**src/shared/cwd_regs.vh**
```
`ifndef CWD_REGS_VH
`define CWD_REGS_VH
// Field positions of the configuration word
`define CWD_WORD_W        14
`define CWD_LV_PROG_BIT   13
`define CWD_DBG_BIT       12
`define CWD_RSV_HI_BIT    11
`define CWD_BOR_BIT       10
`define CWD_STK_BIT       9
`define CWD_MUL_BIT       8
`define CWD_RSV_MID_HI    7
`define CWD_RSV_MID_LO    6
`define CWD_CAP_HI        5
`define CWD_CAP_LO        4
`define CWD_RSV_LO_HI     3
`define CWD_RSV_LO_LO     2
`define CWD_WRP_HI        1
`define CWD_WRP_LO        0
// Mask of positions that read as one regardless of storage
`define CWD_RSV_MASK      14'h08cc
// Erased word value
`define CWD_BLANK         14'h3fff
// Register offsets on the plain port
`define CWD_ADDR_WORD     4'h0
`define CWD_ADDR_STAT     4'h1
`define CWD_ADDR_PROG     4'h2
// Status register bit positions
`define CWD_ST_PROG_MODE  0
`define CWD_ST_LV_ENTRY   1
`define CWD_ST_REFUSED    2
// Protection boundaries, word addresses
`define CWD_BOUND_200     15'h0200
`define CWD_BOUND_800     15'h0800
`define CWD_BOUND_1000    15'h1000
`endif

```
**src/verilog/cwd_protect.v**
```verilog
`timescale 1ns/10ps
// ---------------------------------------------
// Self-write protection range decode
// ---------------------------------------------
`include "cwd_regs.vh"
module cwd_protect (
   input  wire [1:0]  protect_sel,
   input  wire        large_mem,
   input  wire [14:0] wr_addr,
   output reg         wr_allowed
);
   // Lowest writable address for the chosen setting
   reg [14:0] bound;
   reg        none_ok;
   always @* begin
      bound   = 15'h0000;
      none_ok = 1'b0;
      if (large_mem) begin
         case (protect_sel)
            2'b11: bound = 15'h0000;
            2'b10: bound = `CWD_BOUND_200;
            2'b01: bound = `CWD_BOUND_1000;
            default: none_ok = 1'b1;
         endcase
      end else begin
         case (protect_sel)
            2'b11: bound = 15'h0000;
            2'b10: bound = `CWD_BOUND_200;
            2'b01: bound = `CWD_BOUND_800;
            default: none_ok = 1'b1;
         endcase
      end
      wr_allowed = !none_ok && (wr_addr >= bound);
   end
endmodule // cwd_protect

```
**src/verilog/cwd_decode.v**
```verilog
`timescale 1ns/10ps
`include "cwd_regs.vh"
module cwd_decode #(
   parameter LV_ONLY   = 1'b0,
   parameter LARGE_MEM = 1'b1
) (
   input  wire        clk_sys,
   input  wire        rst_n,
   input  wire [13:0] nvm_word,
   input  wire        nvm_blank,
   input  wire        prog_entry_lv_raw,
   input  wire        prog_entry_hv_raw,
   input  wire        prog_exit_raw,
   input  wire        stack_fault,
   input  wire [14:0] self_wr_addr,
   input  wire        self_wr_req,
   input  wire        self_rd_req,
   input  wire [3:0]  reg_addr,
   input  wire [13:0] reg_wdata,
   input  wire        reg_wr,
   input  wire        reg_rd,
   output reg  [13:0] reg_rdata,
   output reg         low_voltage_prog_enable,
   output reg         debugger_enable,
   output reg         serial_prog_pins_gpio,
   output reg         brownout_level_select,
   output reg         stack_fault_reset_enable,
   output reg         clock_multiplier_enable,
   output reg         regulator_cap_on_pin_zero,
   output reg         regulator_cap_on_pin_five,
   output reg         regulator_cap_on_pin_six,
   output reg  [1:0]  self_write_protect,
   output wire        stack_fault_reset,
   output wire        self_wr_grant,
   output wire        self_rd_grant,
   output wire        lv_entry_allowed
);
   // ---------------------------------------------
   // Pin synchronisers
   // ---------------------------------------------
   reg [2:0] sync_a;
   reg [2:0] sync_b;
   wire      entry_lv = sync_b[0];
   wire      entry_hv = sync_b[1];
   wire      exit_req = sync_b[2];
   // Two flops on each programming pin event
   always @(posedge clk_sys or negedge rst_n) begin
      if (!rst_n) begin
         sync_a <= 3'h0;
         sync_b <= 3'h0;
      end else begin
         sync_a <= {prog_exit_raw, prog_entry_hv_raw, prog_entry_lv_raw};
         sync_b <= sync_a;
      end
   end

   // ---------------------------------------------
   // Stored word and programming state
   // ---------------------------------------------
   reg [13:0] word;
   reg        loaded;
   reg        prog_mode;
   reg        lv_entry;
   reg        refused;
   reg [13:0] next_word;
   reg        next_refused;

   // Word as read back, with fixed-one positions forced
   wire [13:0] raw_view = nvm_blank ? `CWD_BLANK : nvm_word;
   wire [13:0] seen;
   assign seen = (loaded ? word : raw_view) | `CWD_RSV_MASK;

   // Programming write of the stored word
   always @* begin
      next_word    = word;
      next_refused = 1'b0;
      if (reg_wr && reg_addr == `CWD_ADDR_PROG && prog_mode) begin
         next_word = reg_wdata | `CWD_RSV_MASK;
         if (lv_entry && !reg_wdata[`CWD_LV_PROG_BIT]) begin
            next_word[`CWD_LV_PROG_BIT] = 1'b1;
            next_refused            = 1'b1;
         end
      end
   end

   always @(posedge clk_sys or negedge rst_n) begin
      if (!rst_n) begin
         word      <= `CWD_BLANK;
         loaded    <= 1'b0;
         prog_mode <= 1'b0;
         lv_entry  <= 1'b0;
         refused   <= 1'b0;
      end else begin
         if (!loaded) begin
            word   <= raw_view | `CWD_RSV_MASK;
            loaded <= 1'b1;
         end else begin
            word <= next_word;
         end
         if (next_refused)
            refused <= 1'b1;
         else if (reg_wr && reg_addr == `CWD_ADDR_STAT &&
                  reg_wdata[`CWD_ST_REFUSED])
            refused <= 1'b0;
         if (exit_req) begin
            prog_mode <= 1'b0;
            lv_entry  <= 1'b0;
         end else if (!prog_mode && entry_hv) begin
            prog_mode <= 1'b1;
            lv_entry  <= 1'b0;
         end else if (!prog_mode && entry_lv && lv_entry_allowed) begin
            prog_mode <= 1'b1;
            lv_entry  <= 1'b1;
         end
      end
   end

   assign lv_entry_allowed = low_voltage_prog_enable;

   // ---------------------------------------------
   // Decoded control outputs, held from load
   // ---------------------------------------------
   reg dec_done;
   always @(posedge clk_sys or negedge rst_n) begin
      if (!rst_n) begin
         dec_done                  <= 1'b0;
         low_voltage_prog_enable   <= 1'b1;
         debugger_enable           <= 1'b0;
         serial_prog_pins_gpio     <= 1'b1;
         brownout_level_select     <= 1'b1;
         stack_fault_reset_enable  <= 1'b1;
         clock_multiplier_enable   <= 1'b1;
         regulator_cap_on_pin_zero <= 1'b0;
         regulator_cap_on_pin_five <= 1'b0;
         regulator_cap_on_pin_six  <= 1'b0;
         self_write_protect        <= 2'h3;
      end else if (loaded && !dec_done) begin
         dec_done                <= 1'b1;
         low_voltage_prog_enable <= word[`CWD_LV_PROG_BIT];
         debugger_enable         <= !word[`CWD_DBG_BIT];
         serial_prog_pins_gpio   <= word[`CWD_DBG_BIT];
         brownout_level_select   <= word[`CWD_BOR_BIT];
         stack_fault_reset_enable <= word[`CWD_STK_BIT];
         clock_multiplier_enable <= word[`CWD_MUL_BIT];
         regulator_cap_on_pin_zero <= !LV_ONLY &&
            word[`CWD_CAP_HI:`CWD_CAP_LO] == 2'b00;
         regulator_cap_on_pin_five <= !LV_ONLY &&
            word[`CWD_CAP_HI:`CWD_CAP_LO] == 2'b01;
         regulator_cap_on_pin_six  <= !LV_ONLY &&
            word[`CWD_CAP_HI:`CWD_CAP_LO] == 2'b10;
         self_write_protect <= word[`CWD_WRP_HI:`CWD_WRP_LO];
      end
   end

   assign stack_fault_reset = stack_fault && stack_fault_reset_enable;

   // ---------------------------------------------
   // Self-write protection
   // ---------------------------------------------
   wire wr_ok;
   cwd_protect u_protect (
      .protect_sel (self_write_protect),
      .large_mem   (LARGE_MEM),
      .wr_addr     (self_wr_addr),
      .wr_allowed  (wr_ok)
   );
   assign self_wr_grant = self_wr_req && wr_ok;
   assign self_rd_grant = self_rd_req;

   // ---------------------------------------------
   // Register read port
   // ---------------------------------------------
   reg [13:0] rd_view;
   always @* begin
      rd_view = 14'h0000;
      case (reg_addr)
         `CWD_ADDR_WORD: begin
            rd_view = seen;
            if (LV_ONLY)
               rd_view[`CWD_CAP_HI:`CWD_CAP_LO] = 2'b11;
         end
         `CWD_ADDR_STAT: begin
            rd_view[`CWD_ST_PROG_MODE] = prog_mode;
            rd_view[`CWD_ST_LV_ENTRY]  = lv_entry;
            rd_view[`CWD_ST_REFUSED]   = refused;
         end
         default: rd_view = 14'h0000;
      endcase
   end

   // Read data one cycle after the strobe
   always @(posedge clk_sys or negedge rst_n) begin
      if (!rst_n)
         reg_rdata <= 14'h0000;
      else if (reg_rd)
         reg_rdata <= rd_view;
      else
         reg_rdata <= 14'h0000;
   end
endmodule // cwd_decode

```
**config.mk**
```make
export PLATFORM = sky130hd
export DESIGN_NAME = cwd_decode
export DESIGN_NICKNAME = d
export VERILOG_FILES = /design/src/verilog/cwd_protect.v /design/src/verilog/cwd_decode.v
export VERILOG_INCLUDE_DIRS = /design/src /design/src/shared
export SDC_FILE = /design/constraint.sdc
export NUM_CORES = 1
export LEC_CHECK = 0
export CAP_MARGIN = 20
export CORE_MARGIN = 2
export CORE_UTILIZATION = 65
export CTS_BUF_LIST = sky130_fd_sc_hd__clkbuf_4
export DETAILED_ROUTE_END_ITERATION = 8
export DONT_BUFFER_PORTS = 1
export GPL_TIMING_DRIVEN = 1
export PLACE_DENSITY = 0.81
export SYNTH_ARGS = -nofsm -noshare
export SYNTH_HDL_FRONTEND = slang
export SYNTH_HIERARCHICAL = 1
export SYNTH_SLANG_ARGS = --single-unit
```
**constraint.sdc**
```tcl
create_clock -name clk_sys -period 4.2 [get_ports clk_sys]
set_clock_uncertainty 0.05 [all_clocks]
set_input_delay 0.42 -clock clk_sys [delete_from_list [all_inputs] [get_ports clk_sys]]
set_output_delay 0.42 -clock clk_sys [all_outputs]
set_load 0.01 [all_outputs]
```
=== Yosys cells after proc, flatten, opt, wreduce, memory -nomap -nowiden ===
Cells that the tools add are included.

* Register bits: 50
* Input bits: 58
* Word-level logic and storage cells: 67

* Magnitude comparators: 1
* Reductions and logical operators: 21
* Equal/unequal tests: 8
* Muxes and demuxes: 18

{| class="wikitable"
|+ Operators with widths
! kind !! count
|-
| two-way mux 14 bit || 5
|-
| one-hot mux 13 bit (2 select lines) || 1
|-
| >= comparator 15 x 13 -> 1 bit || 1
|-
| logical AND 1 bit || 12
|-
| two-way mux 11 bit || 1
|-
| two-way mux 1 bit || 10
|-
| equality test 2 bit (second input constant) || 3
|-
| one-hot mux 3 bit (2 select lines) || 1
|-
| equality test 2 x 1 -> 1 bit (second input constant) || 2
|-
| equality test 4 x 1 -> 1 bit (second input constant) || 1
|-
| equality test 4 x 2 -> 1 bit (second input constant) || 1
|-
| zero test 1 bit || 4
|-
| zero test 4 bit || 1
|-
| nonzero test 3 bit || 1
|-
| OR reduction 3 bit || 1
|-
| zero test 2 bit || 1
|-
| inequality test 2 x 1 -> 1 bit (second input constant) || 1
|-
| nonzero test 2 bit || 1
|}

=== Logic depth before layout (Yosys ltp) ===
Gate-level depths: netlist of run 1.

* Depth in word-level cells: 6
* Mapped depth: 6
* Mapped depth without buffers: 6

=== Modules after synthesis ===
The synthesis of run 1 kept the hierarchy.

{| class="wikitable"
|+ By module, submodules not included
! module !! cells an instance !! times used !! sequential area each (µm²) !! area an instance (µm²)
|-
| cwd_decode || 152 || 1 || 1071.0 || 1749.2
|-
| cwd_protect || 17 || 1 || 0.0 || 145.1
|}

=== Worst setup path after synthesis of run 1 ===
No wires, ideal clock.

* Kind: register -> output
* Start point: register self_write_protect[0]
* End point: output self_wr_grant
* Cell stages (with the launch flop): 6
* Setup slack: 2.167 ns
* Data arrival time: 1.563 ns
* Buffers on the path: 0
* Cells stage by stage: dfstp_2 -> nand3b_1 -> ha_1 -> a2111oi_0 -> a31oi_1 -> and2_1

* Word-level cells in the longest chain between the ends: 5

{| class="wikitable"
|+ RTL lines
! what !! line !! RTL
|-
| from (decl) || cwd_decode.v:32 || <nowiki>output reg [1:0] self_write_protect,</nowiki>
|-
| from (signal assigned) || cwd_decode.v:151 || <nowiki>self_write_protect <= word[`CWD_WRP_HI:`CWD_WRP_LO];</nowiki>
|-
| equality test 2 x 1 -> 1 bit / equality test 2 bit (equally long branches) || n/a ||
|-
| one-hot mux 13 bit (2 select lines) || cwd_protect.v:19 || <nowiki>case (protect_sel)</nowiki>
|-
| >= comparator 15 x 13 -> 1 bit || cwd_protect.v:33 || <nowiki>wr_allowed = !none_ok && (wr_addr >= bound);</nowiki>
|-
| logical AND 1 bit * || cwd_protect.v:33 ||
|-
| net wr_ok || cwd_decode.v:160 || <nowiki>wire wr_ok;</nowiki>
|-
| logical AND 1 bit * || cwd_decode.v:167 || <nowiki>assign self_wr_grant = self_wr_req && wr_ok;</nowiki>
|-
| to (decl) || cwd_decode.v:34 || <nowiki>output wire self_wr_grant,</nowiki>
|}

The timed path passes the listed nets; every way through them passes the cells marked *.

=== Worst setup path after layout of run 1 ===
Ends and elaborated chain as after synthesis.

==> results by group, run 1 <==
Run status
  – Status: finished, final reports clean

CTS
  – H-tree depth: 2
  – Clock latency on the worst-skew pair: ~350 ps
  – CTS buffer count: 5
  – Worst-path clk slew: roughly 120 ps
  – Max Buffers Root-to-Sink: 2
  – Root Driver: clkbuf_4
  – CTS-repair resized insts: 0
  – CTS Hold Bufs: 2
  – Buffers inserted by post-CTS timing repair: 0
  – TritonCTS Sinks: 42
  – TritonCTS clock tree: done

Place
  – Placed cells: approximately 190
  – Half-perimeter wire length after detailed placement: 2620 um
  – Port Buffers: 0
  – Placer congestion estimate: roughly 0.75

Worst setup path
  – Setup crit start kind: flop
  – Critical path origin: self_write_protect[0]
  – Crit end category: output port
  – R2r endpoint: word[10]
  – R2R cell count: 3
  – Worst Path Required: roughly 3700 ps
  – Arrival @ worst endpoint: approximately 2300 ps
  – Worst Path Max Fanout: 6
  – Crit path to: self_wr_grant
  – FF-to-FF Start: prog_mode
  – R2R setup slack: between 2000 and 3000 ps
  – Setup CP Type: reg2out

Drt
  – Vias after detailed routing: roughly 1300
  – ANT nets after route: 0
  – WL final: 3630 um
  – DRC: 0
  – DR vias/cell: 6.29
  – Wirelength per Cell: 18.3 um
  – DR pass1 iterations: 4
  – DR iter-0 viols: 52

Floorplanning
  – Site row count: 19
  – Initial core utilization: 68.7%
  – Die span in x: about 58 um
  – Die area: 3360 sq um
  – Core area: about 2800 sq um
  – Die H: between 50 and 60 um
  – # IOs: 87

Yosys
  – Share of flip-flops with an asynchronous set or reset: 100%
  – Yosys cell types: 41
  – Post-Syn Instances: 169
  – Post-synth EDFFs: 0
  – Top post-synthesis cells by area: dfrtp_1 (34%), dfstp_2 (22%), nor3_2 (3.7%)
  – Register area share after synthesis: 56.5%
  – Commonest register cell after synthesis: dfrtp_1
  – Mapped cell area: around 1900 sq um
  – Leading area contributor after synthesis: dfrtp_1
  – Yosys top cell area share: about a third
  – Mean area per synthesized cell: about 11 sq um
  – Register bit total from synthesis: 42
  – Synth cell count leaders: dfrtp_1 (26), dfstp_2 (16), nor2_1 (15)
  – Warnings, synthesis: 6
  – Count leader, synth: dfrtp_1

Power and ir drop
  – Power, Total: ~0.75 mW
  – Sw Pwr: 0.196 mW
  – Internal: 0.549 mW
  – Lkg Pwr: around 0.82 nW
  – Switch share: 26.3%
  – Seq pwr share: a little under two thirds
  – Pwr Density: between 300 and 400 nW/um^2
  – Comb pwr share: a little under a tenth
  – VDD IR max: ~0.36 mV
  – Clock Power Share: roughly 27%

Cells and area
  – Multi-input logic area: ~710 sq um
  – Register Area: 1070 sq um
  – Final non-filler cell total: about 200
  – # diodes: 0
  – Fin nets: 228
  – Layout cell share with drive strength beyond 1: a little over a quarter
  – Post-layout util: 70.8%
  – Synth-to-layout area growth: 3.10%
  – Filler Cell Count: 204

STA
  – Final count of pins violating max slew: 0
  – Setup Viol. Count Final: 0
  – Tcrit/Tclk final: approximately two thirds
  – Slew HR: 48.1%
  – Final min period: about 2700 ps
  – Hold slack: ~37 ps
  – Peak Freq: 0.367 GHz
  – Least-Margin Pin Slew: 778 ps
  – Fin. Hold Viols: 0
  – RSZ-0062 raised after global routing: no
  – Total negative setup slack: 0 ps

Global route
  – Pin count of the biggest net entering global routing: 43
  – Number of global-route vias before repair: ~1300
  – Wire length of the first global-routing pass: 5820 um
  – Congestion Overflow GR: 0
  – GRT Overall Usage: around a quarter
  – Antenna violations before repair: 0

Run
  – Max-cap viol count: 0

Hold path
  – HP Class: in2reg
worst min path at each step:
stage                      start              end  slack (ps)  cells after the start
2_1_floorplan              rst_n  debugger_enable          70                      0
3_3_place_gp               rst_n  debugger_enable          80                      0
3_5_place_dp               rst_n    reg_rdata[11]          80                      0
4_1_cts        prog_entry_hv_raw        sync_a[1]          20                      0
5_1_grt        prog_entry_lv_raw        sync_a[0]         0.9                      0
6_report           prog_exit_raw        sync_a[2]          40                      0
flip-flops by register name, summed over array words and instances, names as in the netlist, 2 cells and up:
register and count:
reg_rdata 11, word 9, sync_a 3, self_write_protect 2
sync_b 3
kinds of logic after synthesis:
kind of cell | Yosys count | synth area share [%]
DFF | 42 | 56.5
muxes | 5 | 2.97
and+or+nand+nor | 63 | 21.1
other | 1 | 0.198
buffers and inverters | 24 | 6.21
AOI/OAI and AO/OA | 31 | 11.0
adders and majority gates | 3 | 1.98
layout by cell type (no fill, tap or decap), types with 2 or more instances in the layout:
cell	synthesis	final
a211o_1	2	2
a211oi_1	9	9
a21oi_1	5	5
a31oi_1	2	2
and2_1	2	2
clkbuf_4	0	6
conb_1	1	3
dfrtp_1	26	26
dfstp_2	16	16
ha_1	3	3
inv_1	10	10
mux2_2	5	5
nand2_1	9	9
nand2b_1	4	4
nand3b_1	2	2
nor2_1	15	15
nor3_1	4	4
nor3_2	7	7
nor4_1	3	3
nor4_2	2	2
nor4b_1	4	4
o21ai_0	7	7
o31a_1	2	2
or2_2	2	2
power groups by stage:
| stage | combinational, mW | clock [mW] | sequential [mW] |
|---|---|---|---|
| after global placement | 0.0571 | 0 | 0.480 |
| after global routing | 0.0825 | 0.223 | 0.479 |
| after floorplan | 0.0573 | 0 | 0.474 |
| final | 0.0712 | 0.200 | 0.474 |
| after detailed placement | 0.0613 | 0 | 0.482 |
| after CTS | 0.0721 | 0.207 | 0.474 |
cell type report:
type / instances / area share [%]
Timing Repair Buffer: 2 / 1.54
Tap cell: 31 / 1.99
Sequential cell: 42 / 54.8
Clock inverter: 2 / 0.705
Multi-Input combinational cell: 105 / 36.5
Clock buffer: 6 / 2.31
Inverter: 11 / 2.11
worst max-delay path, stage by stage (launching register included):
cell and delay (ps):
dfstp_2 620, nand3b_1 110, ha_1 320, a2111oi_0 520
a31oi_1 140, and2_1 190
metrics by stage:
step	setup WS (ps)	instance area [sq um]
final	1470	1950
after global routing	1310	1950
after CTS	1480	1950
after detailed placement	1880	1860
after global placement	2110	1860
after floorplan	2170	1900
metal layers:
layer,track usage (%),wire (um),part of all wire [%],vias to the layer above
li1,-,-,-,585
met1,29.5,1390,38,616
met2,39.8,1950,54,46
met3,8.48,243,6.7,5
met4,6.98,48,1.3,0
met5,0,0,0,-
Note: power is estimated with default switching activity, not from simulation.
==> run 2, diff against run 1 <==
==> constraint.sdc (replaced) <==
create_clock -name clk_sys -period 2.63 [get_ports clk_sys]
set_clock_uncertainty 0.05 [all_clocks]
set_input_delay 0.263 -clock clk_sys [delete_from_list [all_inputs] [get_ports clk_sys]]
set_output_delay 0.263 -clock clk_sys [all_outputs]
set_load 0.01 [all_outputs]
==> results by group, run 2 (synthesis results as in run 1) <==
CTS
  – TritonCTS Sinks: 42 (unchanged)
  – Worst-path clk slew: 120 ps (about the same)
  – TritonCTS clock tree: done (unchanged)
  – H-tree depth: 2 (unchanged)
  – Max Buffers Root-to-Sink: 2 (unchanged)
  – Clock latency on the worst-skew pair: 350 ps (about the same)
  – Root Driver: clkbuf_4 (unchanged)
  – Buffers inserted by post-CTS timing repair: 0 (unchanged)
  – CTS buffer count: 5 (unchanged)

Power and ir drop
  – Pwr Density: 598 nW/um^2 (was 381 nW/um^2)
  – Lkg Pwr: 0.837 nW (was 0.816 nW)
  – VDD IR max: 0.522 mV (was 0.356 mV)

Floorplanning
  – Die H: 58.0 um (unchanged)
  – Initial core utilization: 68.7% (unchanged)
  – Core area: 2760 sq um (unchanged)
  – Site row count: 19 (unchanged)
  – # IOs: 87 (unchanged)
  – Die area: 3360 sq um (unchanged)
  – Die span in x: 58.0 um (unchanged)

Worst setup path
  – Critical-path top delay cell: dfstp_2 (unchanged)
  – Setup CP Type: reg2out (unchanged)
  – Critical path cell sequence: nand3b_1, ha_1, a2111oi_1, a31oi_1, and2_1 (was nand3b_1, ha_1, a2111oi_0, a31oi_1, and2_1)
  – Crit-path max cell delay: 620 ps (about the same)
  – Worst Path Required: 2320 ps (was 3730 ps)
  – Worst Path Max Fanout: 6 (unchanged)
  – Arrival @ worst endpoint: 2120 ps (was 2260 ps)
  – Setup crit start kind: flop (unchanged)
  – Crit end category: output port (unchanged)

Run status
  – Status: finished, final reports clean (unchanged)

Drt
  – DRC: 0 (unchanged)
  – DR pass1 iterations: 4 (unchanged)
  – Wirelength per Cell: 17.6 um (was 18.3 um)
  – DR iter-0 viols: 53 (was 52)
  – ANT nets after route: 0 (unchanged)
  – WL final: 3600 um (was 3630 um)
  – DR vias/cell: 6.25 (was 6.29)
  – Vias after detailed routing: 1275 (was 1252)

Global route
  – Congestion Overflow GR: 0 (unchanged)
  – Antenna violations before repair: 0 (unchanged)
  – Wire length of the first global-routing pass: 5910 um (was 5820 um)
  – GRT Overall Usage: 23.9% (about the same)
  – Pin count of the biggest net entering global routing: 43 (unchanged)
  – Number of global-route vias before repair: 1350 (was 1283)

STA
  – Final min period: approximately 2400 ps
  – Peak Freq: just over 0.4 GHz
  – Least-Margin Pin Slew: 786 ps (was 778 ps)
  – Final WS setup: 196 ps (was 1470 ps)
  – Fin. Hold Viols: 0 (unchanged)
  – Hold slack: 21.8 ps (was 36.7 ps)
  – Final count of pins violating max slew: 0 (unchanged)
  – RSZ-0062 raised after global routing: no (unchanged)
  – Total negative setup slack: 0 ps (unchanged)
  – Tcrit/Tclk final: ~90%
  – Setup Viol. Count Final: 0 (unchanged)
  – Slew HR: 47.6% (was 48.1%)

Cells and area
  – Layout cell share with drive strength beyond 1: 25.4% (was 26.2%)
  – Commonest non-fill, non-tap cell in the layout: dfrtp_1 (unchanged)
  – Final non-filler cell total: 204 (was 199)
  – Fin nets: 233 (was 228)
  – Most frequent cells in the layout: dfrtp_1 (26), dfstp_2 (16), nor2_1 (15), inv_1 (10) (unchanged)
  – # diodes: 0 (unchanged)
  – Largest register FFs: 11 (unchanged)
  – Post-layout util: 72.7% (was 70.8%)
  – Largest register by flop count: reg_rdata (unchanged)
  – Synth-to-layout area growth: 5.81% (was 3.10%)
  – Top flop regs: reg_rdata (11), word (9) (unchanged)

Place
  – Port Buffers: 0 (unchanged)
  – Half-perimeter wire length after detailed placement: 2620 um (about the same)
  – Placer congestion estimate: 0.751 (about the same)
  – Setup slack after placement: 440 ps (was 1880 ps)
  – Placed cells: 189 (unchanged)

Hold path
  – HP Class: in2reg (unchanged)

Run
  – Max-cap viol count: 0 (unchanged)
-- run 2: cell count changes in the layout (fill, tap and decap cells not counted) --
cell	previous run	this run
a2111oi_1	0	1
dlygate4sd3_1	1	6
a2111oi_0	1	0
-- run 2: timing repair --
item | 4_1_cts | 5_1_grt
endpoints found under the setup margin | 0 | 1
gates resized for setup | 0 | 1
hold buffers | 7 | 0
endpoints found under the hold margin | 49 | 0
-- run 2: worst paths after layout --
| check | from | to | slack, ps | depth (start not counted) |
|---|---|---|---|---|
| max | self_write_protect[0] | self_wr_grant | 200 | 5 |
| min | reg_addr[0] | reg_rdata[1] | 20 | 2 |
| max reg2reg | prog_mode | word[10] | 940 | 3 |
| min reg2reg | sync_a[1] | sync_b[1] | 310 | 0 |
| max in group asynchronous | rst_n | word[8] | 1960 | 2 |
| min in group asynchronous | rst_n | reg_rdata[11] | 300 | 2 |
-- run 2: power by group --
| part | switching [mW] | total, mW | internal, mW |
|---|---|---|---|
| logic | 0.0652 | 0.121 | 0.0560 |
| clock network | 0.205 | 0.321 | 0.115 |
| registers | 0.0463 | 0.757 | 0.711 |
| total | 0.317 | 1.20 | 0.882 |
-- run 2: metal layers --
layer	up-vias	routed length, um	global-route usage, %
met4	0	27	7.97
met3	4	235	8.04
met5	-	0	0
met1	631	1380	27.7
met2	47	1950	41.7
li1	593	-	-
-- run 2: area by class of cell --
cell class / count / area, sq um
Timing Repair Buffer: 7 / 80.1
Clock inverter: 2 / 13.8
Tap cell: 31 / 38.8
Multi-Input combinational cell: 105 / 714
Clock buffer: 6 / 45.0
Sequential cell: 42 / 1070
Inverter: 11 / 41.3
Fill cell: 192 / 753
-- run 2: worst max-delay path, delay by kind of cell, from the launching register on --
family	cells	cell delay, ps
flip-flops	1	620
AO/OA/AOI/OAI	2	560
adder cells (fa/ha/maj)	1	310
AND/OR/NAND/NOR	2	280
-- run 2: through the flow --
stage	instance area (sq um)	total power, mW
2_1_floorplan	1900	0.848
3_3_place_gp	1860	0.858
3_5_place_dp	1860	0.867
4_1_cts	2000	1.21
5_1_grt	2000	1.26
6_report	2000	1.20
==> run 3, diff against run 2 <==
==> constraint.sdc (replaced) <==
create_clock -name clk_sys -period 2.6 [get_ports clk_sys]
set_clock_uncertainty 0.05 [all_clocks]
set_input_delay 0.26 -clock clk_sys [delete_from_list [all_inputs] [get_ports clk_sys]]
set_output_delay 0.26 -clock clk_sys [all_outputs]
set_load 0.01 [all_outputs]
==> results by group, run 3 (synthesis results as in run 1) <==
Worst setup path
  – Arrival @ worst endpoint: 2120 ps (about the same)
  – Crit end category: output port (unchanged)
  – Worst Path Max Fanout: 6 (unchanged)
  – Setup crit start kind: flop (unchanged)
  – R2R cell count: 3 (unchanged)
  – Setup CP Type: reg2out (unchanged)
  – Worst Path Required: 2290 ps (was 2320 ps)

Cells and area
  – Fin nets: 233 (unchanged)
  – Largest register by flop count: reg_rdata (unchanged)
  – # diodes: 0 (unchanged)
  – Most frequent cells in the layout: dfrtp_1 (26), dfstp_2 (16), nor2_1 (15), inv_1 (10) (unchanged)
  – Synth-to-layout area growth: 6.87% (was 5.81%)
  – Post-layout util: 73.4% (was 72.7%)
  – Layout cell share with drive strength beyond 1: 24.9% (was 25.4%)
  – Top flop regs: reg_rdata (11), word (9) (unchanged)
  – Largest register FFs: 11 (unchanged)
  – Commonest non-fill, non-tap cell in the layout: dfrtp_1 (unchanged)

Global route
  – GRT Overall Usage: 24.5% (was 23.9%)
  – Antenna violations before repair: 0 (unchanged)
  – Wire length of the first global-routing pass: 6090 um (was 5910 um)
  – Number of global-route vias before repair: 1371 (was 1350)
  – Pin count of the biggest net entering global routing: 43 (unchanged)
  – Congestion Overflow GR: 0 (unchanged)

Floorplanning
  – Core area: 2760 sq um (unchanged)
  – # IOs: 87 (unchanged)
  – Site row count: 19 (unchanged)
  – Die span in x: 58.0 um (unchanged)
  – Die H: 58.0 um (unchanged)
  – Initial core utilization: 68.7% (unchanged)
  – Die area: 3360 sq um (unchanged)

CTS
  – Buffers inserted by post-CTS timing repair: 0 (unchanged)
  – CTS buffer count: 5 (unchanged)
  – Max Buffers Root-to-Sink: 2 (unchanged)
  – Worst-path clk slew: 110 ps (was 120 ps)
  – TritonCTS Sinks: 42 (unchanged)
  – TritonCTS clock tree: done (unchanged)
  – H-tree depth: 2 (unchanged)
  – Root Driver: clkbuf_4 (unchanged)
  – Clock latency on the worst-skew pair: 340 ps (was 350 ps)

Run status
  – Status: finished, final reports clean (unchanged)

Drt
  – DRC: 0 (unchanged)
  – Vias after detailed routing: 1293 (was 1275)
  – WL final: 3640 um (was 3600 um)
  – ANT nets after route: 0 (unchanged)
  – Wirelength per Cell: 17.9 um (was 17.6 um)
  – DR pass1 iterations: 4 (unchanged)
  – DR iter-0 viols: 58 (was 53)
  – DR vias/cell: 6.34 (was 6.25)

STA
  – Peak Freq: between 0.4 and 0.5 GHz
  – Final WS setup: 167 ps (was 196 ps)
  – Tcrit/Tclk final: just over 90%
  – Setup Viol. Count Final: 0 (unchanged)
  – RSZ-0062 raised after global routing: no (unchanged)
  – Fin. Hold Viols: 0 (unchanged)
  – Total negative setup slack: 0 ps (unchanged)
  – Slew HR: 50.5% (was 47.6%)
  – Least-Margin Pin Slew: 743 ps (was 786 ps)
  – Final count of pins violating max slew: 0 (unchanged)
  – Final min period: around 2400 ps

Power and ir drop
  – VDD IR max: 0.559 mV (was 0.522 mV)
  – Lkg Pwr: 0.845 nW (was 0.837 nW)
  – Pwr Density: 640 nW/um^2 (was 598 nW/um^2)

Place
  – Port Buffers: 0 (unchanged)
  – Placer congestion estimate: 0.751 (about the same)
  – Setup slack after placement: 478 ps (was 440 ps)
  – Half-perimeter wire length after detailed placement: 2590 um (was 2620 um)

Run
  – Max-cap viol count: 0 (unchanged)

Hold path
  – HP Class: in2reg (unchanged)
  – Cells on Worst Hold Path: 2 (unchanged)
==> run 3: changes by cell type in the layout (fill, tap and decap cells not counted) <==
cell,change
clkinv_2,-1
bufinv_16,+1
clkinv_4,-1
clkinv_1,+1
==> run 3: where the power goes <==
| part | leakage (nW) | total [mW] | internal [mW] | switching, mW |
|---|---|---|---|---|
| Sequential | 0.503 | 0.766 | 0.719 | 0.0473 |
| Combinational | 0.299 | 0.122 | 0.0564 | 0.0654 |
| Clock | 0.0433 | 0.407 | 0.211 | 0.196 |
| Total | 0.845 | 1.29 | 0.986 | 0.309 |
==> run 3: final cells by class <==
| type | count | area, sq um |
|---|---|---|
| Clock buffer | 6 | 45.0 |
| Clock inverter | 2 | 33.8 |
| Fill cell | 193 | 733 |
| Inverter | 11 | 41.3 |
| Multi-Input combinational cell | 105 | 714 |
| Sequential cell | 42 | 1070 |
| Tap cell | 31 | 38.8 |
| Timing Repair Buffer | 7 | 80.1 |
==> run 3: worst paths after layout <==
kind,startpoint,to,slack [ps]
max in group asynchronous,rst_n,stack_fault_reset_enable,1900
hold / removal,reg_addr[0],reg_rdata[1],20
min in group asynchronous,rst_n,debugger_enable,350
setup reg to reg,prog_mode,word[10],880
hold reg to reg,sync_a[1],sync_b[1],310
setup / recovery,self_write_protect[0],self_wr_grant,170
==> run 3: critical path, stage by stage (launching register included) <==
cell,delay [ps]
dfstp_2,620
nand3b_1,90
ha_1,310
a2111oi_1,430
a31oi_1,150
and2_1,190
==> run 3: repair_timing <==
item / 4_1_cts / 5_1_grt
gates resized for setup: 0 / 1
setup endpoints to repair: 0 / 1
hold endpoints to repair: 49 / 0
hold buffers: 7 / 0
==> run 3: stage by stage <==
| stage | hold slack (ps) | cells | area [sq um] | power, mW |
|---|---|---|---|---|
| 3_5_place_dp | -84.7 | 189 | 1860 | 0.877 |
| 6_report | 20.0 | 204 | 2020 | 1.29 |
| 3_3_place_gp | -84.8 | 189 | 1860 | 0.868 |
| 5_1_grt | 31.7 | 204 | 2020 | 1.36 |
| 4_1_cts | 15.7 | 204 | 2020 | 1.30 |
| 2_1_floorplan | -85.6 | 171 | 1900 | 0.858 |
==> run 3: metal layers <==
metal  global-route usage [%]  routed length, um
met5                        0                  0
met4                     6.98                 36
met3                     7.59                246
met2                     43.3               1950
met1                     28.7               1410
